==> src/core/sal_cfg.svh <==
`ifndef SAL_CFG_SVH
`define SAL_CFG_SVH

// ==========================================
// register indices (byte address = index * 4)
`define SAL_BCTL_IDX        8'h00
`define SAL_LEDC_IDX        8'h1E
`define SAL_STAT_IDX        8'h20

// ==========================================
// field positions
`define SAL_BCTL_SPEED_BIT  13
`define SAL_BCTL_ANEG_BIT   12
`define SAL_BCTL_ISO_BIT    10
`define SAL_LEDC_MODE_HI    15
`define SAL_LEDC_MODE_LO    14
`define SAL_STAT_ADDR_HI    4
`define SAL_STAT_ADDR_LO    0
`define SAL_STAT_CFG_HI     10
`define SAL_STAT_CFG_LO     8
`define SAL_STAT_RMII_BIT   12

// ==========================================
// reset values and codes
`define SAL_LED_MODE_RST    2'h0
`define SAL_ADDR_TOP_ZERO   2'h0
`define SAL_CFG_RMII        3'h1

// ==========================================
// sampled pin positions in the synchronised vector
`define SAL_PIN_ADDR0       0
`define SAL_PIN_ADDR2       2
`define SAL_PIN_CFG0        3
`define SAL_PIN_CFG2        5
`define SAL_PIN_ISO         6
`define SAL_PIN_SPEED_LED   7
`define SAL_PIN_LINK_LED    8
`define SAL_RUN_PINS        7
`define SAL_SYNC_PINS       9

// ==========================================
// timing
`define SAL_CLK_PERIOD_NS   25
`define SAL_BLINK_HALF_MS   40
`define SAL_BLINK_CYCLES    ((`SAL_BLINK_HALF_MS * 1000000) / `SAL_CLK_PERIOD_NS)

`endif

==> src/core/sal_pkg.sv <==
package sal_pkg;

   typedef enum logic [1:0] {
      SAL_LED_SPEED_LINK,
      SAL_LED_ACTIVITY_LINK,
      SAL_LED_RSVD2,
      SAL_LED_RSVD3
   } sal_led_mode_t;

   typedef struct packed {
      logic [4:0]  mgmtAddr;
      logic [2:0]  cfgCode;
      logic        rmiiMode;
      logic        speedCtl;
      logic        anegCtl;
      logic        isoCtl;
      logic [1:0]  ledMode;
      logic [6:0]  pinOut;
      logic        pinOe;
      logic        pready;
      logic        pslverr;
      logic [31:0] prdata;
   } sal_top_state_t;

   typedef struct packed {
      logic [31:0] blinkCnt;
      logic        blinkPhase;
      logic        speedLed;
      logic        linkLed;
      logic        ledOe;
   } sal_led_state_t;

   function automatic logic [11:0] sal_byte_addr(input logic [7:0] idx);
      return {2'h0, idx, 2'h0};
   endfunction

endpackage

==> src/core/sal_led_if.sv <==
interface sal_led_if;
   logic [1:0] ledMode;
   logic       linkUp;
   logic       speed100;
   logic       activity;
   logic       speedLed;
   logic       linkLed;
   logic       ledOe;

   modport ctrl (
      output ledMode,
      output linkUp,
      output speed100,
      output activity,
      input  speedLed,
      input  linkLed,
      input  ledOe
   );

   modport drv (
      input  ledMode,
      input  linkUp,
      input  speed100,
      input  activity,
      output speedLed,
      output linkLed,
      output ledOe
   );
endinterface

==> src/core/sal_pin_sync.sv <==
module sal_pin_sync #(
   parameter int W = 9
) (
   input  wire logic         mclk,
   input  wire logic [W-1:0] pinIn,
   output logic      [W-1:0] pinSync
);
   // ==========================================
   // two-stage synchroniser, left unreset so it samples during reset
   logic [W-1:0] stage1_reg;
   logic [W-1:0] stage2_reg;

   always_ff @(posedge mclk) begin
      stage1_reg <= pinIn;
      stage2_reg <= stage1_reg;
   end

   assign pinSync = stage2_reg;
endmodule

==> src/core/sal_led_drive.sv <==
`include "sal_cfg.svh"

module sal_led_drive #(
   parameter int BLINK_CYCLES = `SAL_BLINK_CYCLES
) (
   input  wire logic mclk,
   input  wire logic nrst,
   sal_led_if.drv    led
);
   sal_pkg::sal_led_state_t state_reg;
   sal_pkg::sal_led_state_t state_next;
   logic                    tick;

   // ==========================================
   // blink divider and pin levels
   always_comb begin
      state_next = state_reg;
      tick = (state_reg.blinkCnt == 32'(BLINK_CYCLES - 1));
      state_next.blinkCnt = tick ? 32'h0 : state_reg.blinkCnt + 32'h1;
      if (!led.activity) begin
         state_next.blinkPhase = 1'b0;
      end else if (tick) begin
         state_next.blinkPhase = ~state_reg.blinkPhase;
      end
      state_next.ledOe = 1'b1;
      unique case (sal_pkg::sal_led_mode_t'(led.ledMode))
         sal_pkg::SAL_LED_SPEED_LINK: begin
            state_next.speedLed = ~led.speed100;
            state_next.linkLed  = !led.linkUp ? 1'b1 :
                                  (led.activity ? state_reg.blinkPhase : 1'b0);
         end
         sal_pkg::SAL_LED_ACTIVITY_LINK: begin
            state_next.speedLed = led.activity ? ~state_reg.blinkPhase : 1'b1;
            state_next.linkLed  = ~led.linkUp;
         end
         sal_pkg::SAL_LED_RSVD2,
         sal_pkg::SAL_LED_RSVD3: begin
            state_next.speedLed = 1'b1;
            state_next.linkLed  = 1'b1;
         end
      endcase
      if (!nrst) begin
         // pins float as strap inputs while reset is held
         state_next = '0;
         state_next.speedLed = 1'b1;
         state_next.linkLed  = 1'b1;
      end
   end

   always_ff @(posedge mclk) begin
      state_reg <= state_next;
   end

   assign led.speedLed = state_reg.speedLed;
   assign led.linkLed  = state_reg.linkLed;
   assign led.ledOe    = state_reg.ledOe;
endmodule

==> src/core/sal_strap_led_ctrl.sv <==
`include "sal_cfg.svh"

// Summary of operation
// - speed/activity LED follows LED mode: speed in 00, activity blink in 01.
// - link/activity LED follows LED mode: link plus blink in 00, link in 01.
// - speed/activity LED pin level at reset loads speed select, control bit 13.
// - chip reset is active low; straps re-captured while it is held.
// - strap pins are sampled in reset, then driven as normal outputs.
// - low three management address bits come from three address straps.
// - default pulls give management address 00001.
// - top two management address bits always read zero.
// - three-bit interface strap latched; 001 means RMII, others reserved.
// - isolate strap latched into control bit 10; high enables isolation.
// - link/activity LED strap latched into control bit 12 as auto-negotiation.
module sal_strap_led_ctrl #(
   parameter int BLINK_CYCLES = `SAL_BLINK_CYCLES
) (
   input  wire logic        mclk,
   input  wire logic        nrst,
   // apb slave
   input  wire logic        psel,
   input  wire logic        penable,
   input  wire logic        pwrite,
   input  wire logic [11:0] paddr,
   input  wire logic [31:0] pwdata,
   input  wire logic [3:0]  pstrb,
   output logic      [31:0] prdata,
   output logic             pready,
   output logic             pslverr,
   // link state from the transceiver core
   input  wire logic        linkUp,
   input  wire logic        speed100,
   input  wire logic        activity,
   // run-time levels for the shared strap pins
   input  wire logic [6:0]  runPinData,
   // shared strap pins: addr2..0, config2..0, isolate
   input  wire logic [6:0]  strapPinIn,
   output logic      [6:0]  strapPinOut,
   output logic      [6:0]  strapPinOe,
   // led pins
   input  wire logic        speedActivityIndicatorIn,
   output logic             speedActivityIndicatorOut,
   output logic             speedActivityIndicatorOe,
   input  wire logic        linkActivityIndicatorIn,
   output logic             linkActivityIndicatorOut,
   output logic             linkActivityIndicatorOe,
   // captured configuration
   output logic      [4:0]  mgmtAddr,
   output logic      [2:0]  ifaceCfg,
   output logic             rmiiMode,
   output logic             ctrlSpeed100,
   output logic             ctrlAutoneg,
   output logic             ctrlIsolate
);
   sal_pkg::sal_top_state_t        state_reg;
   sal_pkg::sal_top_state_t        state_next;
   logic [`SAL_SYNC_PINS-1:0]      pinSync;
   logic [31:0]                    readVal;
   logic                           hit;
   logic                           accessNew;
   logic                           accessDone;

   sal_led_if ledBus ();

   // ==========================================
   // pin synchronisers
   sal_pin_sync #(
      .W (`SAL_SYNC_PINS)
   ) u_sync (
      .mclk    (mclk),
      .pinIn   ({linkActivityIndicatorIn, speedActivityIndicatorIn, strapPinIn}),
      .pinSync (pinSync)
   );

   // ==========================================
   // led drivers
   assign ledBus.ledMode  = state_reg.ledMode;
   assign ledBus.linkUp   = linkUp;
   assign ledBus.speed100 = speed100;
   assign ledBus.activity = activity;

   sal_led_drive #(
      .BLINK_CYCLES (BLINK_CYCLES)
   ) u_led (
      .mclk (mclk),
      .nrst (nrst),
      .led  (ledBus.drv)
   );

   // ==========================================
   // register read decode
   always_comb begin
      readVal = 32'h0;
      hit     = 1'b1;
      if (paddr == sal_pkg::sal_byte_addr(`SAL_BCTL_IDX)) begin
         readVal[`SAL_BCTL_SPEED_BIT] = state_reg.speedCtl;
         readVal[`SAL_BCTL_ANEG_BIT]  = state_reg.anegCtl;
         readVal[`SAL_BCTL_ISO_BIT]   = state_reg.isoCtl;
      end else if (paddr == sal_pkg::sal_byte_addr(`SAL_LEDC_IDX)) begin
         readVal[`SAL_LEDC_MODE_HI:`SAL_LEDC_MODE_LO] = state_reg.ledMode;
      end else if (paddr == sal_pkg::sal_byte_addr(`SAL_STAT_IDX)) begin
         readVal[`SAL_STAT_ADDR_HI:`SAL_STAT_ADDR_LO] = state_reg.mgmtAddr;
         readVal[`SAL_STAT_CFG_HI:`SAL_STAT_CFG_LO]   = state_reg.cfgCode;
         readVal[`SAL_STAT_RMII_BIT]                  = state_reg.rmiiMode;
      end else begin
         hit = 1'b0;
      end
   end

   assign accessNew  = psel && penable && !state_reg.pready;
   assign accessDone = psel && penable && state_reg.pready;

   // ==========================================
   // next state
   always_comb begin
      state_next = state_reg;
      if (!nrst) begin
         // strap capture repeats every cycle reset is low
         state_next.mgmtAddr = {`SAL_ADDR_TOP_ZERO,
                                pinSync[`SAL_PIN_ADDR2:`SAL_PIN_ADDR0]};
         state_next.cfgCode  = pinSync[`SAL_PIN_CFG2:`SAL_PIN_CFG0];
         state_next.rmiiMode = (pinSync[`SAL_PIN_CFG2:`SAL_PIN_CFG0]
                                == `SAL_CFG_RMII);
         state_next.isoCtl   = pinSync[`SAL_PIN_ISO];
         state_next.speedCtl = pinSync[`SAL_PIN_SPEED_LED];
         state_next.anegCtl  = pinSync[`SAL_PIN_LINK_LED];
         state_next.ledMode  = `SAL_LED_MODE_RST;
         state_next.pinOut   = 7'h00;
         state_next.pinOe    = 1'b0;
         state_next.pready   = 1'b0;
         state_next.pslverr  = 1'b0;
         state_next.prdata   = 32'h0;
      end else begin
         // captured address and config straps untouched here until next reset; speed, auto-neg and isolate bits writable over apb
         state_next.pinOe  = 1'b1;
         state_next.pinOut = runPinData;
         state_next.pready = accessNew;
         if (accessNew) begin
            state_next.pslverr = !hit;
            state_next.prdata  = (pwrite || !hit) ? 32'h0 : readVal;
         end else if (accessDone) begin
            state_next.pslverr = 1'b0;
         end
         if (accessDone && pwrite && pstrb[1]) begin
            if (paddr == sal_pkg::sal_byte_addr(`SAL_BCTL_IDX)) begin
               state_next.speedCtl = pwdata[`SAL_BCTL_SPEED_BIT];
               state_next.anegCtl  = pwdata[`SAL_BCTL_ANEG_BIT];
               state_next.isoCtl   = pwdata[`SAL_BCTL_ISO_BIT];
            end else if (paddr == sal_pkg::sal_byte_addr(`SAL_LEDC_IDX)) begin
               state_next.ledMode = pwdata[`SAL_LEDC_MODE_HI:`SAL_LEDC_MODE_LO];
            end
         end
      end
   end

   always_ff @(posedge mclk) begin
      state_reg <= state_next;
   end

   // ==========================================
   // outputs, all from flip-flops
   assign prdata                    = state_reg.prdata;
   assign pready                    = state_reg.pready;
   assign pslverr                   = state_reg.pslverr;
   assign strapPinOut               = state_reg.pinOut;
   assign strapPinOe                = {7{state_reg.pinOe}};
   assign speedActivityIndicatorOut = ledBus.speedLed;
   assign speedActivityIndicatorOe  = ledBus.ledOe;
   assign linkActivityIndicatorOut  = ledBus.linkLed;
   assign linkActivityIndicatorOe   = ledBus.ledOe;
   assign mgmtAddr                  = state_reg.mgmtAddr;
   assign ifaceCfg                  = state_reg.cfgCode;
   assign rmiiMode                  = state_reg.rmiiMode;
   assign ctrlSpeed100              = state_reg.speedCtl;
   assign ctrlAutoneg               = state_reg.anegCtl;
   assign ctrlIsolate               = state_reg.isoCtl;
endmodule

==> config.mk <==
export PLATFORM = sky130hd
export DESIGN_NAME = sal_strap_led_ctrl
export DESIGN_NICKNAME = d
export VERILOG_FILES = /design/src/core/sal_pkg.sv /design/src/core/sal_led_if.sv /design/src/core/sal_pin_sync.sv /design/src/core/sal_led_drive.sv /design/src/core/sal_strap_led_ctrl.sv
export VERILOG_INCLUDE_DIRS = /design/src /design/src/core
export SDC_FILE = /design/constraint.sdc
export NUM_CORES = 1
export LEC_CHECK = 0
export BUFFER_PORTS_ARGS = -buffer_cell sky130_fd_sc_hd__buf_2
export CORE_MARGIN = 1
export CORE_UTILIZATION = 25
export CTS_CLUSTER_SIZE = 24
export DETAILED_ROUTE_END_ITERATION = 12
export HOLD_SLACK_MARGIN = 0.08
export PLACE_DENSITY = 0.47
export REMOVE_ABC_BUFFERS = 1
export SLEW_MARGIN = 40
export SYNTH_ARGS = -nofsm -noshare
export SYNTH_HDL_FRONTEND = slang
export SYNTH_SLANG_ARGS = --single-unit
==> constraint.sdc <==
create_clock -name mclk -period 3.44 [get_ports mclk]
set_input_delay 0.516 -clock mclk [delete_from_list [all_inputs] [get_ports mclk]]
set_output_delay 0.516 -clock mclk [all_outputs]
set_load 0.02 [all_outputs]
# Word level (Yosys, flattened, before mapping)

Index checks and enable logic that the tools add are counted.

Bitwise gates (word level): 5
Add/subtract/negate cells: 1
Reduce and logical (&&, ||, !) cells: 16
Mux-type cells: 30
Eq/ne operators: 9

Operators with widths:

| kind                                                   | count |
|---|---|
| 2-to-1 mux 47 bit                                      | 1 |
| adder 32 x 1 -> 32 bit (second input constant)         | 1 |
| == test 32 x 21 -> 1 bit (second input constant)       | 1 |
| 2-to-1 mux 32 bit                                      | 1 |
| 2-to-1 mux 3 bit                                       | 6 |
| 2-to-1 mux 16 bit                                      | 1 |
| 2-to-1 mux 1 bit                                       | 14 |
| == test 12 x 7 -> 1 bit (second input constant)        | 1 |
| == test 12 x 8 -> 1 bit (second input constant)        | 1 |
| logical NOT 12 bit                                     | 1 |
| 2-to-1 mux 2 bit                                       | 5 |
| one-hot mux 2 bit (3 select lines)                     | 1 |
| logical AND 1 bit                                      | 5 |
| 2-to-1 mux 5 bit                                       | 1 |
| NOT 1 bit                                              | 5 |
| == test 2 bit (second input constant)                  | 2 |
| inequality test 2 x 1 -> 1 bit (second input constant) | 2 |
| AND reduction 2 bit                                    | 2 |
| OR reduction 2 bit                                     | 2 |
| == test 3 x 1 -> 1 bit (second input constant)         | 1 |
| AND reduction 3 bit                                    | 1 |
| == test 2 x 1 -> 1 bit (second input constant)         | 1 |
| logical NOT 1 bit                                      | 2 |
| logical NOT 2 bit                                      | 1 |
| other kinds (2)                                        | 2 |

Word-level logic and storage cells: 80
Output and inout bits: 64
Input bits: 72
Register bits after elaboration: 108

# Depth between registers and ports, before layout

Depth after elaboration: 9
Depth in mapped cells: 6

# Hierarchy

Synthesis repeated with hierarchy kept, for this count alone.

Cell total of the unflattened synthesis: 346
Area total of the unflattened synthesis: 3,515.9 um^2

Modules (own cells, without submodules):

| module             | times used | seq. area each (um^2) | cells an instance | area an instance (um^2) |
|---|---|---|---|---|
| sal_led_drive      | 1          | 720.7                 | 200               | 1,739.2 |
| sal_strap_led_ctrl | 1          | 740.7                 | 128               | 1,416.4 |
| sal_pin_sync       | 1          | 360.3                 | 18                | 360.3 |

# Least setup slack after synthesis

Ideal clock, no wire load.

Path type: register -> register
Start point: register u_led.state_reg[19] (netlist bit)
End point: register u_led.state_reg[35] (netlist bit)
Setup slack: 1.434 ns
Setup time: 0.080 ns
Required time: 3.360 ns
Stages on the path, launching flop included: 6
Data arrival time: 1.926 ns
Cells stage by stage: dfxtp_1 > nand4_2 > or4_4 > buf_6 > or4_4 > a211oi_2

Cells in the longest elaborated chain, start to end: 2
Elaborated cells on any way between the ends: 3
Classes of those cells: add/sub (1); eq/ne (1); reduce/logical (1)

Ends and longest elaborated chain:

| element                                                                        | line                | source |
|---|---|---|
| start: declaration                                                             | sal_led_drive.sv:10 | `sal_pkg::sal_led_state_t state_reg;` |
| start signal: assignment                                                       | sal_led_drive.sv:51 | `state_reg <= state_next;` |
| parallel branches: the longest is 2 deep, another holds adder 32 x 1 -> 32 bit | n/a                 |  |

Parallel ways; which one is timed is not known.
A chain may end at the register's enable or synchronous reset.

# Worst setup path after layout

Start point: register u_led.state_reg[6] (netlist bit)
End point: register u_led.state_reg[8] (netlist bit)

Same word-level chain as after synthesis.

==> results.env <==
GROUTE.USAGE.OVERALL_PCT=11.7
POSTSYNTH.ASYNCRESETSHARE_PCT=0
WORSTHOLDPATHTYPE='primary input to register'
FLOORPLAN.DIE.HEIGHT_MICRONS=122
ROUTE.ANTENNA.REMAINING_NETS=0
DRC=0
CTS_ROOT_BUF='sky130_fd_sc_hd__clkbuf_16'
PWR-SHARE-SEQ_PCT=48.6
NUMBER_OF_SYNTHESIZED_FLOPS_WITH_AN_ENABLE_PIN=10
ANTENNA_CELLS=0
DETAILED_PLACE_HPWL_MICRONS=5810
CLOCK_TREE.HTREE_LEVEL_COUNT=3
DPL_CELL_AREA_SQ_MM=0.00400
WORSTREG2REGSTART='u_led.state_reg[6]'
CLK_PIN_SLEW_WORST_PATHS_PS=70
FIN_CRIT_SH_PCT=67.8
SYNTHFLOPTYPE='sky130_fd_sc_hd__dfxtp_1'
SETUP.WORST_PATH.START_CLASS='register'
CRITPATHCAPTURE='u_led.state_reg[8]'
PIN_COUNT_OF_THE_BIGGEST_NET_ENTERING_GLOBAL_ROUTING=30
CLKSINKCOUNT=85
SYN_TO_FINAL_GROWTH_PCT=19.7
DR.PASS1.ITERS=4
FF2FF_SETUP_SLACK_PS=1110
WORST-SETUP-PATH-TYPE='register to register'
MIN_DELAY_PATH_DEPTH=1
CTS_HOLD_REPAIR.BUFFERS=0
FLOORPLAN.INITIALDENSITY_PCT=25.8
FILL_CELLS=1444
CP_MAX_FO=19
HOLD_VIOLATIONS=0
PORT_BUFFERS=81
REGTOREGENDPOINT='u_led.state_reg[8]'
WORSTSKEWPAIRLATENCY_PS=340
FP.DIEW_MICRONS=122
MAXSLEWHEADROOM_PCT=45.0
RUN_STATUS='complete, no violations'
R2R.WORST_PATH.CELLS=5
POST-CTS-SETUP-BUFFERS=0
SYNTHESIZED_INSTANCE_COUNT=368
DP_WORST_SETUP_SLACK_PS=1050
SETUP_VIOL=0
STD_CELL_ROWS=43
GRT_FIRST_PASS_WIRELENGTH_MICRONS=13400
POWER.LEAKAGE_uW=0.00162
NETSWITCHINGPOWER_uW=563
FLOORPLAN.DIE_AREA_SQ_MM=0.0148
LARGEST_REGISTER_FFS=33
DRV_SLEW=0
MAX-VDD-IR-DROP_uV=218
LAYOUT.CORE_UTILIZATION_PCT=30.8
POSTROUTEWIRELENGTH_MICRONS=8160
YOSYSSEQAREASHARE_PCT=50.2
CELL_INTERNAL_PWR_uW=1600
WIRE_LENGTH_PER_CELL_MICRONS=13.1
YOSYS_REGISTER_BITS=85
CRITICAL_PATH_REQUIRED_PS=3660
TIMING.FMAX_MHz=429
ANTENNA_FOUND_INITIAL=0
DRIVE_GT1_SHARE_PCT=26.3
GRT_REMAINING_OVERFLOW=0
PLACE_CONGESTION=0.771
DESIGN.PORTCOUNT=136
TIGHTEST_SLEW_PS=822
CTS_MADE_BUFFERS=9
STARTING_DRT_DRC_COUNT=138
TIMING.CLOCK.SKEW_PS=4.57
LAUNCH_POINT_OF_THE_WORST_PATH='u_led.state_reg[6]'
PLACEABLECOREAREA_SQ_MM=0.0139
POWER_uW=2160
FINAL.SETUP.TNS_PS=0
FINAL_CRITICAL_PATH_SETUP_SLACK_PS=1110
SYNTH_CELL_TYPES=49
CP_ARRIVAL_PS=2550
DESIGN_AREA_SQ_MM=0.00430
ENDPOINT_KIND='register'
FIN_CRIT_PS=2330
TRITONCTS='done'
DETAIL_ROUTE.VIAS_PER_CELL=4.59
POST_SYNTH.CELL_AREA_AVG_SQ_UM=9.76
VIA_COUNT=2851
GRT_PASS1_VIAS=2666
POWER_FRAC_COMB_PCT=6.7
POST_CTS_RESIZED=0
POWERDENSITY_mW_PER_MM2=503
CLOCKBUFFERDEPTH=2
FIN_NETS=509
CAP_VIOL_MAX_COUNT=0
YS_WARN_COUNT=0
POST_SYNTH_INSTANCE_AREA_SQ_MM=0.00359
SETUP_REPAIR_AFTER_GLOBAL_ROUTING_MISSED_ITS_MARGIN='false'
POWER.SHARE.CLOCK_PCT=44.7
POWER_SWITCHING_SHARE_PCT=26.0
[worst min path at each step]
stage | startpoint | end | slack, ps
final | strapPinIn[5] | u_sync.stage1_reg[5] | 270
after global placement | u_sync.stage1_reg[4] | u_sync.pinSync[4] | 310
after CTS | strapPinIn[4] | u_sync.stage1_reg[4] | 250
after detailed placement | u_sync.stage1_reg[8] | u_sync.pinSync[8] | 310
after floorplan | u_sync.stage1_reg[0] | u_sync.pinSync[0] | 310
after global routing | strapPinIn[1] | u_sync.stage1_reg[1] | 250
[routing by layer]
| layer | share of wire, % | vias to the layer above | track usage (%) | wire [microns] |
|---|---|---|---|---|
| met1 | 47 | 1321 | 15.1 | 3810 |
| met2 | 47 | 77 | 18.3 | 3830 |
| met5 | 0 | - | 0 | 0 |
| li1 | - | 1445 | - | - |
| met4 | 1.6 | 0 | 5.09 | 130 |
| met3 | 4.9 | 8 | 3.14 | 399 |
[worst max-delay path, stage by stage, from the launching register on]
cell and delay (ps):
sky130_fd_sc_hd__dfxtp_1 400, sky130_fd_sc_hd__and4_1 450, sky130_fd_sc_hd__nand4_1 290, sky130_fd_sc_hd__nor3_2 620, sky130_fd_sc_hd__buf_4 360, sky130_fd_sc_hd__nor3_1 80
[cell type report]
| type | count | area (sq um) | area share (%) |
|---|---|---|---|
| clock inverter | 7 | 71.3 | 1.66 |
| tap | 180 | 225 | 5.24 |
| multi-input combinational | 248 | 1510 | 35.2 |
| sequential | 85 | 1800 | 41.9 |
| timing repair buffer | 85 | 435 | 10.1 |
| clock buffer | 9 | 225 | 5.24 |
| inverter | 7 | 26.3 | 0.612 |
[cells in the final DEF (no fill, tap or decap), types with 6 or more instances in the layout]
master,n
sky130_fd_sc_hd__nor4_1,8
sky130_fd_sc_hd__o21ai_0,11
sky130_fd_sc_hd__edfxtp_1,10
sky130_fd_sc_hd__nand4_1,17
sky130_fd_sc_hd__inv_1,7
sky130_fd_sc_hd__nor3_1,16
sky130_fd_sc_hd__or3_1,6
sky130_fd_sc_hd__a211oi_1,15
sky130_fd_sc_hd__nand2_1,28
sky130_fd_sc_hd__dfxtp_1,75
sky130_fd_sc_hd__clkbuf_16,9
sky130_fd_sc_hd__and2_1,9
sky130_fd_sc_hd__conb_1,24
sky130_fd_sc_hd__a21oi_1,12
sky130_fd_sc_hd__nand3_1,22
sky130_fd_sc_hd__or4_1,8
sky130_fd_sc_hd__buf_2,81
sky130_fd_sc_hd__o31ai_1,10
[logic make-up (layout without fill, tap and decap cells)]
| logic type | after synthesis | after routing | synth area share, % |
|---|---|---|---|
| muxes | 4 | 4 | 1.18 |
| buffers and inverters | 58 | 108 | 10.1 |
| AOI/OAI and AO/OA | 59 | 59 | 11.0 |
| and+or+nand+nor | 151 | 151 | 24.8 |
| other | 1 | 24 | 0.104 |
| DFF | 85 | 85 | 50.2 |
| adders and majority gates | 1 | 1 | 0.348 |
| xor gates and xnor gates | 9 | 9 | 2.19 |
[cell usage after synthesis, drive strengths merged (10+ instances only)]
| cell | number | area, sq um |
|---|---|---|
| o21ai | 11 | 55.1 |
| edfxtp | 10 | 300 |
| clkbuf | 14 | 52.6 |
| dfxtp | 75 | 1500 |
| nand3 | 22 | 110 |
| nand4 | 18 | 119 |
| nand2 | 28 | 105 |
| a21oi | 12 | 60.1 |
| a211oi | 16 | 125 |
| buf | 36 | 275 |
| o31ai | 10 | 75.1 |
| nor3 | 17 | 90.1 |
| or4 | 12 | 100 |
[power by group through the flow]
stage	logic [uW]	clock network [uW]	registers, uW
3_5_place_dp	147	0	1070
2_1_floorplan	60.7	0	1100
3_3_place_gp	146	0	1070
5_1_grt	162	1040	1060
6_report	145	967	1050
4_1_cts	147	1000	1050
[per-stage QoR]
| stage | hold WS, ps | cells |
|---|---|---|
| 6_report | 267 | 621 |
| 5_1_grt | 250 | 621 |
| 4_1_cts | 252 | 621 |
| 3_5_place_dp | 312 | 605 |
| 3_3_place_gp | 312 | 605 |
| 2_1_floorplan | 310 | 340 |
Power figures use the tool's default switching activity.
